`config.mk`:
```
export PLATFORM = sky130hd
export DESIGN_NAME = ser_status_event
export DESIGN_NICKNAME = d
export VERILOG_FILES = /design/src/ser_flags.v /design/src/ser_status_event.v
export VERILOG_INCLUDE_DIRS = /design/src
export SDC_FILE = /design/constraint.sdc
export NUM_CORES = 1
export LEC_CHECK = 0
export BUFFER_PORTS_ARGS = -buffer_cell sky130_fd_sc_hd__buf_2
export CORE_MARGIN = 5
export CORE_UTILIZATION = 50
export CTS_CLUSTER_SIZE = 8
export DETAILED_ROUTE_END_ITERATION = 16
export GPL_TIMING_DRIVEN = 1
export PLACE_DENSITY = 0.78
export REMOVE_ABC_BUFFERS = 1
export SLEW_MARGIN = 20
export SYNTH_ARGS = -nofsm -noshare
export SYNTH_HDL_FRONTEND = slang
export SYNTH_SLANG_ARGS = --single-unit
```
`constraint.sdc`:
```
create_clock -name clk_i -period 3.5 [get_ports clk_i]
set_input_delay 0.175 -clock clk_i [delete_from_list [all_inputs] [get_ports clk_i]]
set_output_delay 0.175 -clock clk_i [all_outputs]
set_load 0.03 [all_outputs]
```
`src/ser_defines.vh`:
```
// Constants of the status and event reporting block: bit positions, reset values, query codes.
// Assumes inclusion by its bare name from the design files.
`ifndef SER_DEFINES_VH
`define SER_DEFINES_VH

////////////////////////////////////////////////////////////////////////////////
// Standard event flag and mask bit positions.
`define SER_EV_POWER_ON 7
`define SER_EV_USER_REQUEST 6
`define SER_EV_CMD_FAULT 5
`define SER_EV_RUN_FAULT 4
`define SER_EV_DEV_FAULT 3
`define SER_EV_QUERY_FAULT 2
`define SER_EV_CONTROL_REQUEST 1
`define SER_EV_OP_COMPLETE 0

////////////////////////////////////////////////////////////////////////////////
// Status summary byte and service request mask bit positions.
`define SER_SB_AUX_HIGH 7
`define SER_SB_EVENT_SUMMARY 5
`define SER_SB_OUTPUT_AVAILABLE 4
`define SER_SB_AUX_LOW 3
`define SER_SB_ERROR_SUMMARY 2

////////////////////////////////////////////////////////////////////////////////
// Reset values and implemented-bit masks.
`define SER_EVENT_MASK_RESET 8'h00
`define SER_SRQ_MASK_RESET 8'h00
`define SER_FLAGS_RESET 8'h80
`define SER_FLAGS_USED 8'hBD
`define SER_SRQ_USED 8'hBC
`define SER_STATUS_RESET 8'h00
`define SER_RESP_RESET 8'h00
`define SER_PULSE_RESET 1'h0

////////////////////////////////////////////////////////////////////////////////
// Query select codes.
`define SER_Q_EVENT_MASK 2'h0
`define SER_Q_EVENT_FLAGS 2'h1
`define SER_Q_SRQ_MASK 2'h2
`define SER_Q_STATUS_BYTE 2'h3

`endif

```
`src/ser_flags.v`:
```
// Sticky standard event flag register: per-bit set and clear, set wins.
// Assumes set and clear pulses come from logic on the same clock.
`timescale 1ns/1ps
`default_nettype none
`include "ser_defines.vh"

module ser_flags (
	// Clock, reset and enable.
	input wire clk_i,
	input wire arst_n_i,
	input wire ce_i,
	// Per-bit set and clear.
	input wire [7:0] set_i,
	input wire [7:0] clr_i,
	// Flags.
	output wire [7:0] flags_o
);

	reg [7:0] flags_q;
	wire [7:0] flags_d;

	// A set arriving with a clear is kept, so no event is lost to a read or clear.
	assign flags_d = ((flags_q & ~clr_i) | set_i) & `SER_FLAGS_USED;

	always @(posedge clk_i or negedge arst_n_i) begin
		if (!arst_n_i) begin
			flags_q <= `SER_FLAGS_RESET;
		end else if (ce_i) begin
			flags_q <= flags_d;
		end
	end

	assign flags_o = flags_q;

endmodule // ser_flags
`default_nettype wire

```
`src/ser_status_event.v`:
```
// Status and event reporting block: event masks, sticky event flags, status summary byte.
// Assumes a command decoder on the same clock issues one-cycle command strobes.
//
// Contract
// Clear-status clears every event flag and the summary bits derived from them.
// Clear-status also empties the pending error records.
// Event mask stores any 8-bit value written and returns it on query.
// Event mask reads zero after power-up.
// Any enabled event flag set raises event summary bit 5 of the status byte.
// Event mask bits 7..0 map power-on down to operation complete.
// Flag query returns implemented flags; bits 6 and 1 always read zero.
// After operation-complete command finishes, flag query returns operation complete set.
// Service request mask stores 8-bit writes and reads zero after power-up.
// Service request mask query returns zero in unassigned bits.
// Status byte query returns the current 8-bit summary value.
// Status byte bits: aux high 7, event 5, output 4, aux low 3, error 2.
// Operation-complete flag sets only once the present operation has completed.
`timescale 1ns/1ps
`default_nettype none
`include "ser_defines.vh"

module ser_status_event (
	// Clock, reset and enable.
	input wire clk_i,
	input wire arst_n_i,
	input wire ce_i,
	// Commands.
	input wire clear_status_i,
	input wire event_mask_wr_i,
	input wire srq_mask_wr_i,
	input wire [7:0] wr_data_i,
	input wire op_complete_cmd_i,
	input wire op_busy_i,
	// Queries.
	input wire query_i,
	input wire [1:0] query_sel_i,
	output reg [7:0] resp_data_o,
	output reg resp_valid_o,
	// Event pulses from the rest of the instrument.
	input wire command_syntax_fault_i,
	input wire run_fault_i,
	input wire device_dependent_fault_i,
	input wire query_fault_i,
	// Summary levels from other groups.
	input wire output_available_i,
	input wire aux_event_summary_low_i,
	input wire aux_event_summary_high_i,
	input wire error_pending_i,
	// Outputs.
	output reg error_clear_o,
	output reg [7:0] status_summary_byte_o
);

	////////////////////////////////////////////////////////////////////////////////
	// Internal state and next values.
	reg [7:0] standard_event_mask_q;
	reg [7:0] standard_event_mask_d;
	reg [7:0] service_request_mask_q;
	reg [7:0] service_request_mask_d;
	reg op_pending_q;
	reg op_pending_d;
	reg [7:0] status_d;
	reg error_clear_d;
	reg [7:0] resp_data_d;
	reg resp_valid_d;
	reg [7:0] flag_set;
	reg [7:0] flag_clr;
	wire [7:0] standard_event_flags;
	wire flag_query;
	wire op_done;

	////////////////////////////////////////////////////////////////////////////////
	// Shared decoding.
	function ser_query_hit;
		input query;
		input [1:0] sel;
		input [1:0] code;
		begin
			ser_query_hit = query && (sel == code);
		end
	endfunction

	// Unassigned positions are masked on the service request mask write and on the flag answer.
	function [7:0] ser_keep_used;
		input [7:0] value;
		input [7:0] used;
		begin
			ser_keep_used = value & used;
		end
	endfunction

	// Event summary: any flag that is also enabled.
	function ser_any_enabled;
		input [7:0] flags;
		input [7:0] mask;
		begin
			ser_any_enabled = |(flags & mask);
		end
	endfunction

	function [7:0] ser_clear_vector;
		input clear;
		input read;
		begin
			ser_clear_vector = (clear || read) ? 8'hFF : 8'h00;
		end
	endfunction

	// Only implemented flag positions get a source; the rest of the vector is zero.
	function [7:0] ser_event_set;
		input cmd_fault;
		input exec_fault;
		input dev_fault;
		input qry_fault;
		input op_finished;
		begin
			ser_event_set = 8'h00;
			ser_event_set[`SER_EV_CMD_FAULT] = cmd_fault;
			ser_event_set[`SER_EV_RUN_FAULT] = exec_fault;
			ser_event_set[`SER_EV_DEV_FAULT] = dev_fault;
			ser_event_set[`SER_EV_QUERY_FAULT] = qry_fault;
			ser_event_set[`SER_EV_OP_COMPLETE] = op_finished;
		end
	endfunction

	// Bits 6, 1 and 0 have no source and stay zero.
	function [7:0] ser_summary;
		input aux_high;
		input [7:0] flags;
		input [7:0] mask;
		input avail;
		input aux_low;
		input err;
		begin
			ser_summary = 8'h00;
			ser_summary[`SER_SB_AUX_HIGH] = aux_high;
			ser_summary[`SER_SB_EVENT_SUMMARY] = ser_any_enabled(flags, mask);
			ser_summary[`SER_SB_OUTPUT_AVAILABLE] = avail;
			ser_summary[`SER_SB_AUX_LOW] = aux_low;
			ser_summary[`SER_SB_ERROR_SUMMARY] = err;
		end
	endfunction

	// Flag answers are masked again, so unimplemented positions read zero in any case.
	function [7:0] ser_answer;
		input [1:0] sel;
		input [7:0] ev_mask;
		input [7:0] flags;
		input [7:0] srq_mask;
		input [7:0] status;
		begin
			case (sel)
				`SER_Q_EVENT_MASK: begin
					ser_answer = ev_mask;
				end
				`SER_Q_EVENT_FLAGS: begin
					ser_answer = ser_keep_used(flags, `SER_FLAGS_USED);
				end
				`SER_Q_SRQ_MASK: begin
					ser_answer = srq_mask;
				end
				default: begin
					ser_answer = status;
				end
			endcase
		end
	endfunction

	////////////////////////////////////////////////////////////////////////////////
	// Mask registers.
	always @* begin
		standard_event_mask_d = standard_event_mask_q;
		if (event_mask_wr_i) begin
			standard_event_mask_d = wr_data_i;
		end
	end

	// Unassigned bits are dropped on write, so no later query can show them.
	always @* begin
		service_request_mask_d = service_request_mask_q;
		if (srq_mask_wr_i) begin
			service_request_mask_d = ser_keep_used(wr_data_i, `SER_SRQ_USED);
		end
	end

	always @(posedge clk_i or negedge arst_n_i) begin
		if (!arst_n_i) begin
			standard_event_mask_q <= `SER_EVENT_MASK_RESET;
		end else if (ce_i) begin
			standard_event_mask_q <= standard_event_mask_d;
		end
	end

	always @(posedge clk_i or negedge arst_n_i) begin
		if (!arst_n_i) begin
			service_request_mask_q <= `SER_SRQ_MASK_RESET;
		end else if (ce_i) begin
			service_request_mask_q <= service_request_mask_d;
		end
	end

	////////////////////////////////////////////////////////////////////////////////
	// Operation-complete tracking; a new command while pending simply stays pending.
	// The flag waits for the first idle cycle, so a long operation never reports early.
	assign op_done = op_pending_q & ~op_busy_i;

	always @* begin
		op_pending_d = op_pending_q;
		if (op_complete_cmd_i) begin
			op_pending_d = 1'h1;
		end else if (!op_busy_i) begin
			op_pending_d = 1'h0;
		end
	end

	always @(posedge clk_i or negedge arst_n_i) begin
		if (!arst_n_i) begin
			op_pending_q <= `SER_PULSE_RESET;
		end else if (ce_i) begin
			op_pending_q <= op_pending_d;
		end
	end

	////////////////////////////////////////////////////////////////////////////////
	// Flag set and clear; a flag query clears the flags it reports.
	// Set wins over clear in the flag register, so an event landing on a read is kept.
	assign flag_query = ser_query_hit(query_i, query_sel_i, `SER_Q_EVENT_FLAGS);

	always @* begin
		flag_set = ser_event_set(command_syntax_fault_i, run_fault_i,
			device_dependent_fault_i, query_fault_i, op_done);
	end

	always @* begin
		flag_clr = ser_clear_vector(clear_status_i, flag_query);
	end

	ser_flags u_flags (
		.clk_i(clk_i),
		.arst_n_i(arst_n_i),
		.ce_i(ce_i),
		.set_i(flag_set),
		.clr_i(flag_clr),
		.flags_o(standard_event_flags)
	);

	////////////////////////////////////////////////////////////////////////////////
	// Status summary byte, refreshed from its sources on every cycle with ce_i high.
	// The byte is registered, so a status query answers with the previous cycle's value.
	always @* begin
		status_d = ser_summary(aux_event_summary_high_i, standard_event_flags,
			standard_event_mask_q, output_available_i, aux_event_summary_low_i,
			error_pending_i);
	end

	always @(posedge clk_i or negedge arst_n_i) begin
		if (!arst_n_i) begin
			status_summary_byte_o <= `SER_STATUS_RESET;
		end else if (ce_i) begin
			status_summary_byte_o <= status_d;
		end
	end

	////////////////////////////////////////////////////////////////////////////////
	// Error-record clear notice, one cycle after the clear-status strobe.
	always @* begin
		error_clear_d = clear_status_i;
	end

	always @(posedge clk_i or negedge arst_n_i) begin
		if (!arst_n_i) begin
			error_clear_o <= `SER_PULSE_RESET;
		end else if (ce_i) begin
			error_clear_o <= error_clear_d;
		end
	end

	////////////////////////////////////////////////////////////////////////////////
	// Query answers one cycle after the strobe; the data holds until the next query.
	always @* begin
		resp_valid_d = query_i;
		resp_data_d = resp_data_o;
		if (query_i) begin
			resp_data_d = ser_answer(query_sel_i, standard_event_mask_q, standard_event_flags,
				service_request_mask_q, status_summary_byte_o);
		end
	end

	always @(posedge clk_i or negedge arst_n_i) begin
		if (!arst_n_i) begin
			resp_data_o <= `SER_RESP_RESET;
		end else if (ce_i) begin
			resp_data_o <= resp_data_d;
		end
	end

	always @(posedge clk_i or negedge arst_n_i) begin
		if (!arst_n_i) begin
			resp_valid_o <= `SER_PULSE_RESET;
		end else if (ce_i) begin
			resp_valid_o <= resp_valid_d;
		end
	end

endmodule // ser_status_event
`default_nettype wire

```
; Word level (Yosys, flattened, before mapping)
; Index checks and enable logic that the tools add are counted.
[op_classes]
eq_ne = 3
muxes = 4
bitwise = 6
n_reduce_logical = 8
[op_table]
columns = operator, n
row1 = case mux 8 bit (3 select lines), 1
row2 = bitwise AND 8 bit, 2
row3 = two-way mux 8 bit, 1
row4 = inverter 8 bit, 1
row5 = bitwise OR 8 x 6 -> 8 bit, 1
row6 = AND reduction 2 bit, 4
row7 = OR reduction 8 bit, 1
row8 = equality test 2 x 1 -> 1 bit (second input constant), 1
row9 = equality test 2 bit (second input constant), 1
row10 = logical NOT 2 bit, 1
row11 = two-way mux 1 bit, 2
row12 = != test 2 bit (second input constant), 1
row13 = bitwise AND 1 bit, 1
row14 = logical AND 1 bit, 1
row15 = logical OR 1 bit, 1
row16 = inverter 1 bit, 1
[totals]
regBits = 35
inputBits = 27
out_inout_bits = 18
word_cells = 29

; Depth between registers and ports, before layout
; Gate-level depths: netlist of the first run.
[logic_depth]
ltp_word = 7
ltp_mapped = 5
ltp_nobuf = 3

; Hierarchy
; From an unflattened synthesis of the first run, not the netlist that was laid out.
[hier_totals]
cells_unflattened = 109
hier_area_um2 = 1549.0
[modules_own_cells]
columns = mod, instances, cells_each, area_per_inst_um2, seq_area_each_um2
row1 = ser_status_event, 1, 87, 1290.0, 725.7
row2 = ser_flags, 1, 22, 259.0, 151.4

; Worst setup path after synthesis of the first run
; No wires, ideal clock.
[synth_path]
path_type = register to register
from = register status_summary_byte_o[5]
to = register resp_data_o[5]
setup_time_ps = 125
arrival_time_ps = 1220
required_ps = 3375
slack_ps = 2155
stages_incl_launch_ff = 3
n_path_buf = 0
synth_period_minus_slack_ps = 1345
path_cell_list = dfrtp_1 > mux4_2 > mux2_2
[synth_via]
elab_chain_cells = 1
[synth_lines]
columns = element, line
row1 = "start, declared", ser_status_event.v:51  ; output reg [7:0] status_summary_byte_o
row2 = "start signal, assigned", ser_status_event.v:258  ; status_summary_byte_o <= `SER_STATUS_RESET;
row3 = "start signal, assigned", ser_status_event.v:260  ; status_summary_byte_o <= status_d;
row4 = case mux 8 bit (3 select lines), ser_status_event.v:152  ; case (sel)
row5 = "end signal, assigned", ser_status_event.v:291  ; resp_data_o <= `SER_RESP_RESET;
row6 = "end signal, assigned", ser_status_event.v:293  ; resp_data_o <= resp_data_d;
row7 = "end, declared", ser_status_event.v:37  ; output reg [7:0] resp_data_o,
; Every way passes these cells.
; A chain may end at the register's enable or synchronous reset.

; Final worst setup path of the first run
[layout_path]
from = register standard_event_mask_q[5], in the netlist ser_any_enabled.mask[5]
to = register resp_data_o[5]
[layout_via]
elab_chain_cells = 1
[layout_lines]
columns = element, line
row1 = "start, declared", ser_status_event.v:56  ; reg [7:0] standard_event_mask_q;
row2 = "start signal, assigned", ser_status_event.v:188  ; standard_event_mask_q <= `SER_EVENT_MASK_RESET;
row3 = "start signal, assigned", ser_status_event.v:190  ; standard_event_mask_q <= standard_event_mask_d;
row4 = case mux 8 bit (3 select lines), ser_status_event.v:152
; Every way passes these cells.

==> impl_metrics.json, run 1 <==
{
  "outcome": "finished clean",
  "critical_path_required_ns": 3.73,
  "fin_crit_ns": 1.25,
  "via_count": 945,
  "power_density_nw_per_um2": 537,
  "grt_pass1_wl_mm": 5.17,
  "cts_inserted_buffers": 5,
  "clock.fmax_ghz": 0.798,
  "final_util": 0.626,
  "layout_commonest_cell": "buf_2",
  "drc": 0,
  "cts-htree-levels": 2,
  "core_area_um2": 2810,
  "synth_seq_cells": 35,
  "arrival_ns": 1.48,
  "clk_latency_ns": 0.33,
  "synth_warnings": 0,
  "worstSetupPathType": "register to register",
  "grt_start_max_net_pins": 36,
  "clock-sinks": 35,
  "finClkSkew_ns": 0.00654,
  "synth_cell_type_count": 24,
  "netlist.area_leader.share": 0.570,
  "slew_violations": 0,
  "dr.pass1.iters": 3,
  "antenna_found_initial": 0,
  "grt_pass1_vias": 1041,
  "irDropWorstVdd_mv": 0.279,
  "yosysTopAreaCell": "dfrtp_1",
  "timing.setup.tns_ns": 0,
  "place.gp.congestion": 0.749,
  "hp-class": "input port to register",
  "nNetsFinal": 169,
  "synth_area_per_cell_um2": 15.1,
  "maxCapViolCount": 0,
  "clk_pin_slew_ns": 0.10,
  "setup.worst_path.start_class": "register",
  "io-pin-count": 45,
  "cts_root_buffer": "clkbuf_4",
  "endpoint_kind": "register",
  "netlist_area_um2": 1490,
  "ant_nets": 0,
  "grt_remaining_overflow": 0,
  "setup_violations": 0,
  "final_cell_mix": "41 x buf_2, 34 x dfrtp_1, 23 x mux2_2",
  "start_util": 0.532,
  "area_growth_pct": 17.7,
  "cts_buffer_depth": 2,
  "drive_above_1_share": 0.556,
  "rsz0062_at_grt": "false",
  "drtIter0Drc": 78,
  "wl_per_cell_um": 17.2,
  "path_max_fanout": 3,
  "fin_crit_sh": 0.358,
  "p_leak_nw": 0.837,
  "drt_wl_total_mm": 2.98,
  "dpl.hpwl_mm": 2.22,
  "cts_tree": "yes",
  "dieHeight_um": 64.6,
  "seq_area_frac_synth": 0.588,
  "die-area_um2": 4180,
  "num_antenna_cells": 0,
  "avgViaCountPerCell": 5.46,
  "post_cts_buffers": 0,
  "relSlewSlack": 0.494,
  "synth_area_leaders": "dfrtp_1 57%, mux2_2 17%, mux4_2 7.5%",
  "syn_inst": 99,
  "worst_slew_pin_slew_ns": 0.759,
  "rows": 19,
  "finalHoldViolations": 0,
  "grt_use_total": 0.165,
  "port_buffers": 41,
  "die_w_um": 64.6
}
## worst paths after layout
check                                                     from                                     to  slack (ns)  cells past startpoint
setup / recovery           ser_any_enabled.mask[5]$_DFFE_PN0P_             resp_data_o[5]$_DFFE_PN0P_        2.25                      2
hold / removal                                     run_fault_i         u_flags.flags_o[4]$_DFFE_PN0P_        0.06                      2
setup reg to reg           ser_any_enabled.mask[5]$_DFFE_PN0P_             resp_data_o[5]$_DFFE_PN0P_        2.25                      2
hold reg to reg                     resp_data_o[0]$_DFFE_PN0P_             resp_data_o[0]$_DFFE_PN0P_        0.48                      2
max in group asynchronous                             arst_n_i  service_request_mask_q[2]$_DFFE_PN0P_        2.57                      2
min in group asynchronous                             arst_n_i    ser_any_enabled.mask[1]$_DFFE_PN0P_        0.44                      2
## area by class of cell
type                       count  area, µm²
clock buffer                   6       51.3
clock inverter                 1       5.00
fill                         222       1050
inverter                       2       7.51
multi-input combinational     56        562
sequential                    35        877
tap                           31       38.8
timing repair buffer          42        215
## layer usage
layer	track usage	wire [µm]	up-vias
met5	0	0	-
met4	0.0712	42	0
met3	0.0535	198	5
met2	0.253	1460	35
met1	0.217	1280	463
li1	-	-	442
## critical path: stages, from the launching register on
cell and delay, ns:
dfrtp_1 0.42, mux4_2 0.46, mux2_2 0.27
## synthesized netlist by cell type
library cell / instances
nand2_1: 4
mux4_2: 5
o21ai_2: 1
buf_2: 4
o2bb2ai_1: 1
and2_1: 1
dfrtp_1: 34
dfstp_2: 1
a22o_1: 8
o21ai_0: 1
nor2_1: 1
a221oi_1: 1
and3b_2: 1
buf_6: 1
nand2b_1: 1
inv_1: 2
mux2_2: 23
mux2i_1: 1
a22oi_1: 1
buf_4: 3
conb_1: 1
o31ai_1: 1
a31oi_1: 1
nor3_1: 1
## repair_timing
item | 4_1_cts | 5_1_grt
gates resized for setup | 0 | 0
hold endpoints to repair | 34 | 0
hold buffers | 1 | 0
## power by group
part	total [W]	switching, W	leakage [nW]	internal [W]
Sequential	0.000502	0.0000383	0.413	0.000463
Combinational	0.000219	0.000121	0.390	0.0000975
Clock	0.000223	0.000130	0.0341	0.0000931
Total	0.000943	0.000289	0.837	0.000654
## state kept, by name, summed over array words and instances, names as in the netlist
register	flops
error_clear_o	1
op_pending_q	1
resp_data_o	8
resp_valid_o	1
ser_any_enabled.mask	8
service_request_mask_q	5
status_summary_byte_o	5
u_flags.flags_o	6
## kinds of logic (layout without fill, tap and decap cells)
| kind of cell | Yosys count | count (layout) | share of synthesized area |
|---|---|---|---|
| buffers and inverters | 10 | 51 | 0.0411 |
| AO/OA/AOI/OAI | 15 | 15 | 0.0822 |
| other | 1 | 3 | 0.00251 |
| multiplexers | 29 | 29 | 0.256 |
| flip-flops | 35 | 35 | 0.588 |
| AND/OR/NAND/NOR | 9 | 9 | 0.0310 |
## stage by stage
step / std cells / setup slack (ns) / area (µm²) / hold slack (ns) / power [W]
2_1_floorplan: 93 / 2.16 / 1450 / -0.121 / 0.000647
3_3_place_gp: 165 / 2.16 / 1690 / 0.271 / 0.000722
3_5_place_dp: 165 / 2.12 / 1690 / 0.285 / 0.000730
4_1_cts: 173 / 2.25 / 1760 / 0.0450 / 0.000952
5_1_grt: 173 / 2.19 / 1760 / 0.0505 / 0.000997
6_report: 173 / 2.25 / 1760 / 0.0618 / 0.000943
No activity file was read; power rests on OpenSTA's default activity.
==> run 2: changes to the inputs <==
==> constraint.sdc (replaced) <==
create_clock -name clk_i -period 1.3 [get_ports clk_i]
set_input_delay 0.065 -clock clk_i [delete_from_list [all_inputs] [get_ports clk_i]]
set_output_delay 0.065 -clock clk_i [all_outputs]
set_load 0.03 [all_outputs]
==> run 2 against run 1 <==
  * Setup slack got worse by 2.2 ns
  * Sequential share of layout area decreased by 5.9 points
  * Largest power group unchanged
  * Critical endpoint is now resp_data_o[3]$_DFFE_PN0P_
  * Fmax fell by 1.3%
  * Hold slack got worse by 0.0051 ns
==> impl_metrics.json, run 2 (same netlist as run 1, synthesis figures left out) <==
{
  "outcome": "finished clean",
  "start_util": 0.532,
  "grt_pass1_wl_mm": 5.51,
  "p_leak_nw": 0.940,
  "worstSetupPathType": "register to register",
  "nNetsFinal": 190,
  "cts_inserted_buffers": 5,
  "path_max_fanout": 3,
  "antenna_found_initial": 0,
  "hp-class": "input port to register",
  "via_count": 1069,
  "setup.worst_path.start_class": "register",
  "reg2reg_depth": 2,
  "rr_startpoint": "u_flags.flags_o[3]$_DFFE_PN0P_",
  "placed_area_um2": 1710,
  "slew_violations": 0,
  "fin_crit_ns": 1.27,
  "r2r_end": "resp_data_o[3]$_DFFE_PN0P_",
  "post-place-ws_ns": 0.0416,
  "maxCapViolCount": 0,
  "grt_start_max_net_pins": 36,
  "avgViaCountPerCell": 5.48,
  "cts_root_buffer": "clkbuf_4",
  "fin_crit_sh": 0.977,
  "grt_remaining_overflow": 0,
  "io-pin-count": 45,
  "port_buffers": 41,
  "grt_use_total": 0.179,
  "place.gp.congestion": 0.756,
  "timing.setup.tns_ns": 0,
  "cts_tree": "yes",
  "drt_wl_total_mm": 3.37,
  "rrSetupSlack_ns": 0.03,
  "drive_above_1_share": 0.500,
  "core_area_um2": 2810,
  "crit_end": "resp_data_o[3]$_DFFE_PN0P_",
  "wl_per_cell_um": 17.3,
  "final_cell_mix": "41 x buf_2, 34 x dfrtp_1, 23 x mux2_2",
  "final_util": 0.710,
  "critical_path_required_ns": 1.53,
  "dr.pass1.iters": 4,
  "ant_nets": 0,
  "dieHeight_um": 64.6,
  "post_cts_buffers": 0,
  "drc": 0,
  "layout_setup_ws_ns": 0.0300,
  "arrival_ns": 1.50,
  "clock-sinks": 35,
  "power_density_nw_per_um2": 1420,
  "irDropWorstVdd_mv": 0.778,
  "finalHoldViolations": 0,
  "rows": 19,
  "layout_commonest_cell": "buf_2",
  "cts_buffer_depth": 2,
  "place_inst": 167,
  "clk_pin_slew_ns": 0.11,
  "ctsResizeCount": 0,
  "design_area_um2": 1990,
  "dpl.hpwl_mm": 2.36,
  "area_growth_pct": 33.4,
  "crit_path_start": "u_flags.flags_o[3]$_DFFE_PN0P_",
  "die-area_um2": 4180,
  "num_antenna_cells": 0,
  "finClkSkew_ns": 0.0116,
  "die_w_um": 64.6,
  "grt_pass1_vias": 1113,
  "cts-htree-levels": 2,
  "endpoint_kind": "register",
  "rsz0062_at_grt": "true",
  "finalNonFillerCells": 195,
  "clk_latency_ns": 0.34,
  "clock.fmax_ghz": 0.787,
  "setup_violations": 0,
  "drtIter0Drc": 46
}
==> run 2: critical path: stages, from the launching register on <==
cell and delay, ns:
dfrtp_1 0.42, mux4_2 0.45, mux2_2 0.28
==> run 2: area by class of cell <==
type                            count  area, µm²
Clock buffer                        6       51.3
Clock inverter                      2       35.0
Fill cell                         204        813
Inverter                            2       7.51
Multi-Input combinational cell     56        562
Sequential cell                    35        877
Tap cell                           31       38.8
Timing Repair Buffer               63        420
==> run 2: per-layer routing <==
| layer | wire length, µm | share of wire | vias to the layer above | global-route usage |
|---|---|---|---|---|
| met2 | 1770 | 0.52 | 32 | 0.311 |
| li1 | - | - | 491 | - |
| met1 | 1350 | 0.40 | 540 | 0.208 |
| met5 | 0 | 0 | - | 0 |
| met4 | 42 | 0.012 | 0 | 0.0607 |
| met3 | 208 | 0.062 | 6 | 0.0622 |
==> run 2: metrics by stage <==
stage	power (W)	hold slack, ns
2_1_floorplan	0.00174	-0.231
3_3_place_gp	0.00194	0.113
4_1_cts	0.00284	0.0463
5_1_grt	0.00295	0.0471
6_report	0.00282	0.0567
3_5_place_dp	0.00198	0.118
==> run 2: where the power goes <==
group	switching (W)	internal, W
combinational	0.000344	0.000304
sequential	0.000106	0.00125
clock	0.000365	0.000454
total	0.000816	0.00201
==> run 2: repair_timing <==
item                                    CTS  global route
endpoints found under the setup margin    0             1
endpoints found under the hold margin    58             0
hold buffers                             20             0
==> run 2: how the worst min path moves through the flow <==
stage	start	to	slack, ns	depth (start not counted)
after global placement	arst_n_i	resp_data_o[1]$_DFFE_PN0P_	0.11	2
final	query_sel_i[1]	resp_data_o[0]$_DFFE_PN0P_	0.06	2
after global routing	query_sel_i[1]	resp_data_o[0]$_DFFE_PN0P_	0.05	2
after CTS	query_sel_i[1]	resp_data_o[0]$_DFFE_PN0P_	0.05	2
after floorplan	arst_n_i	error_clear_o$_DFFE_PN0P_	-0.23	0
after detailed placement	arst_n_i	resp_data_o[1]$_DFFE_PN0P_	0.12	2
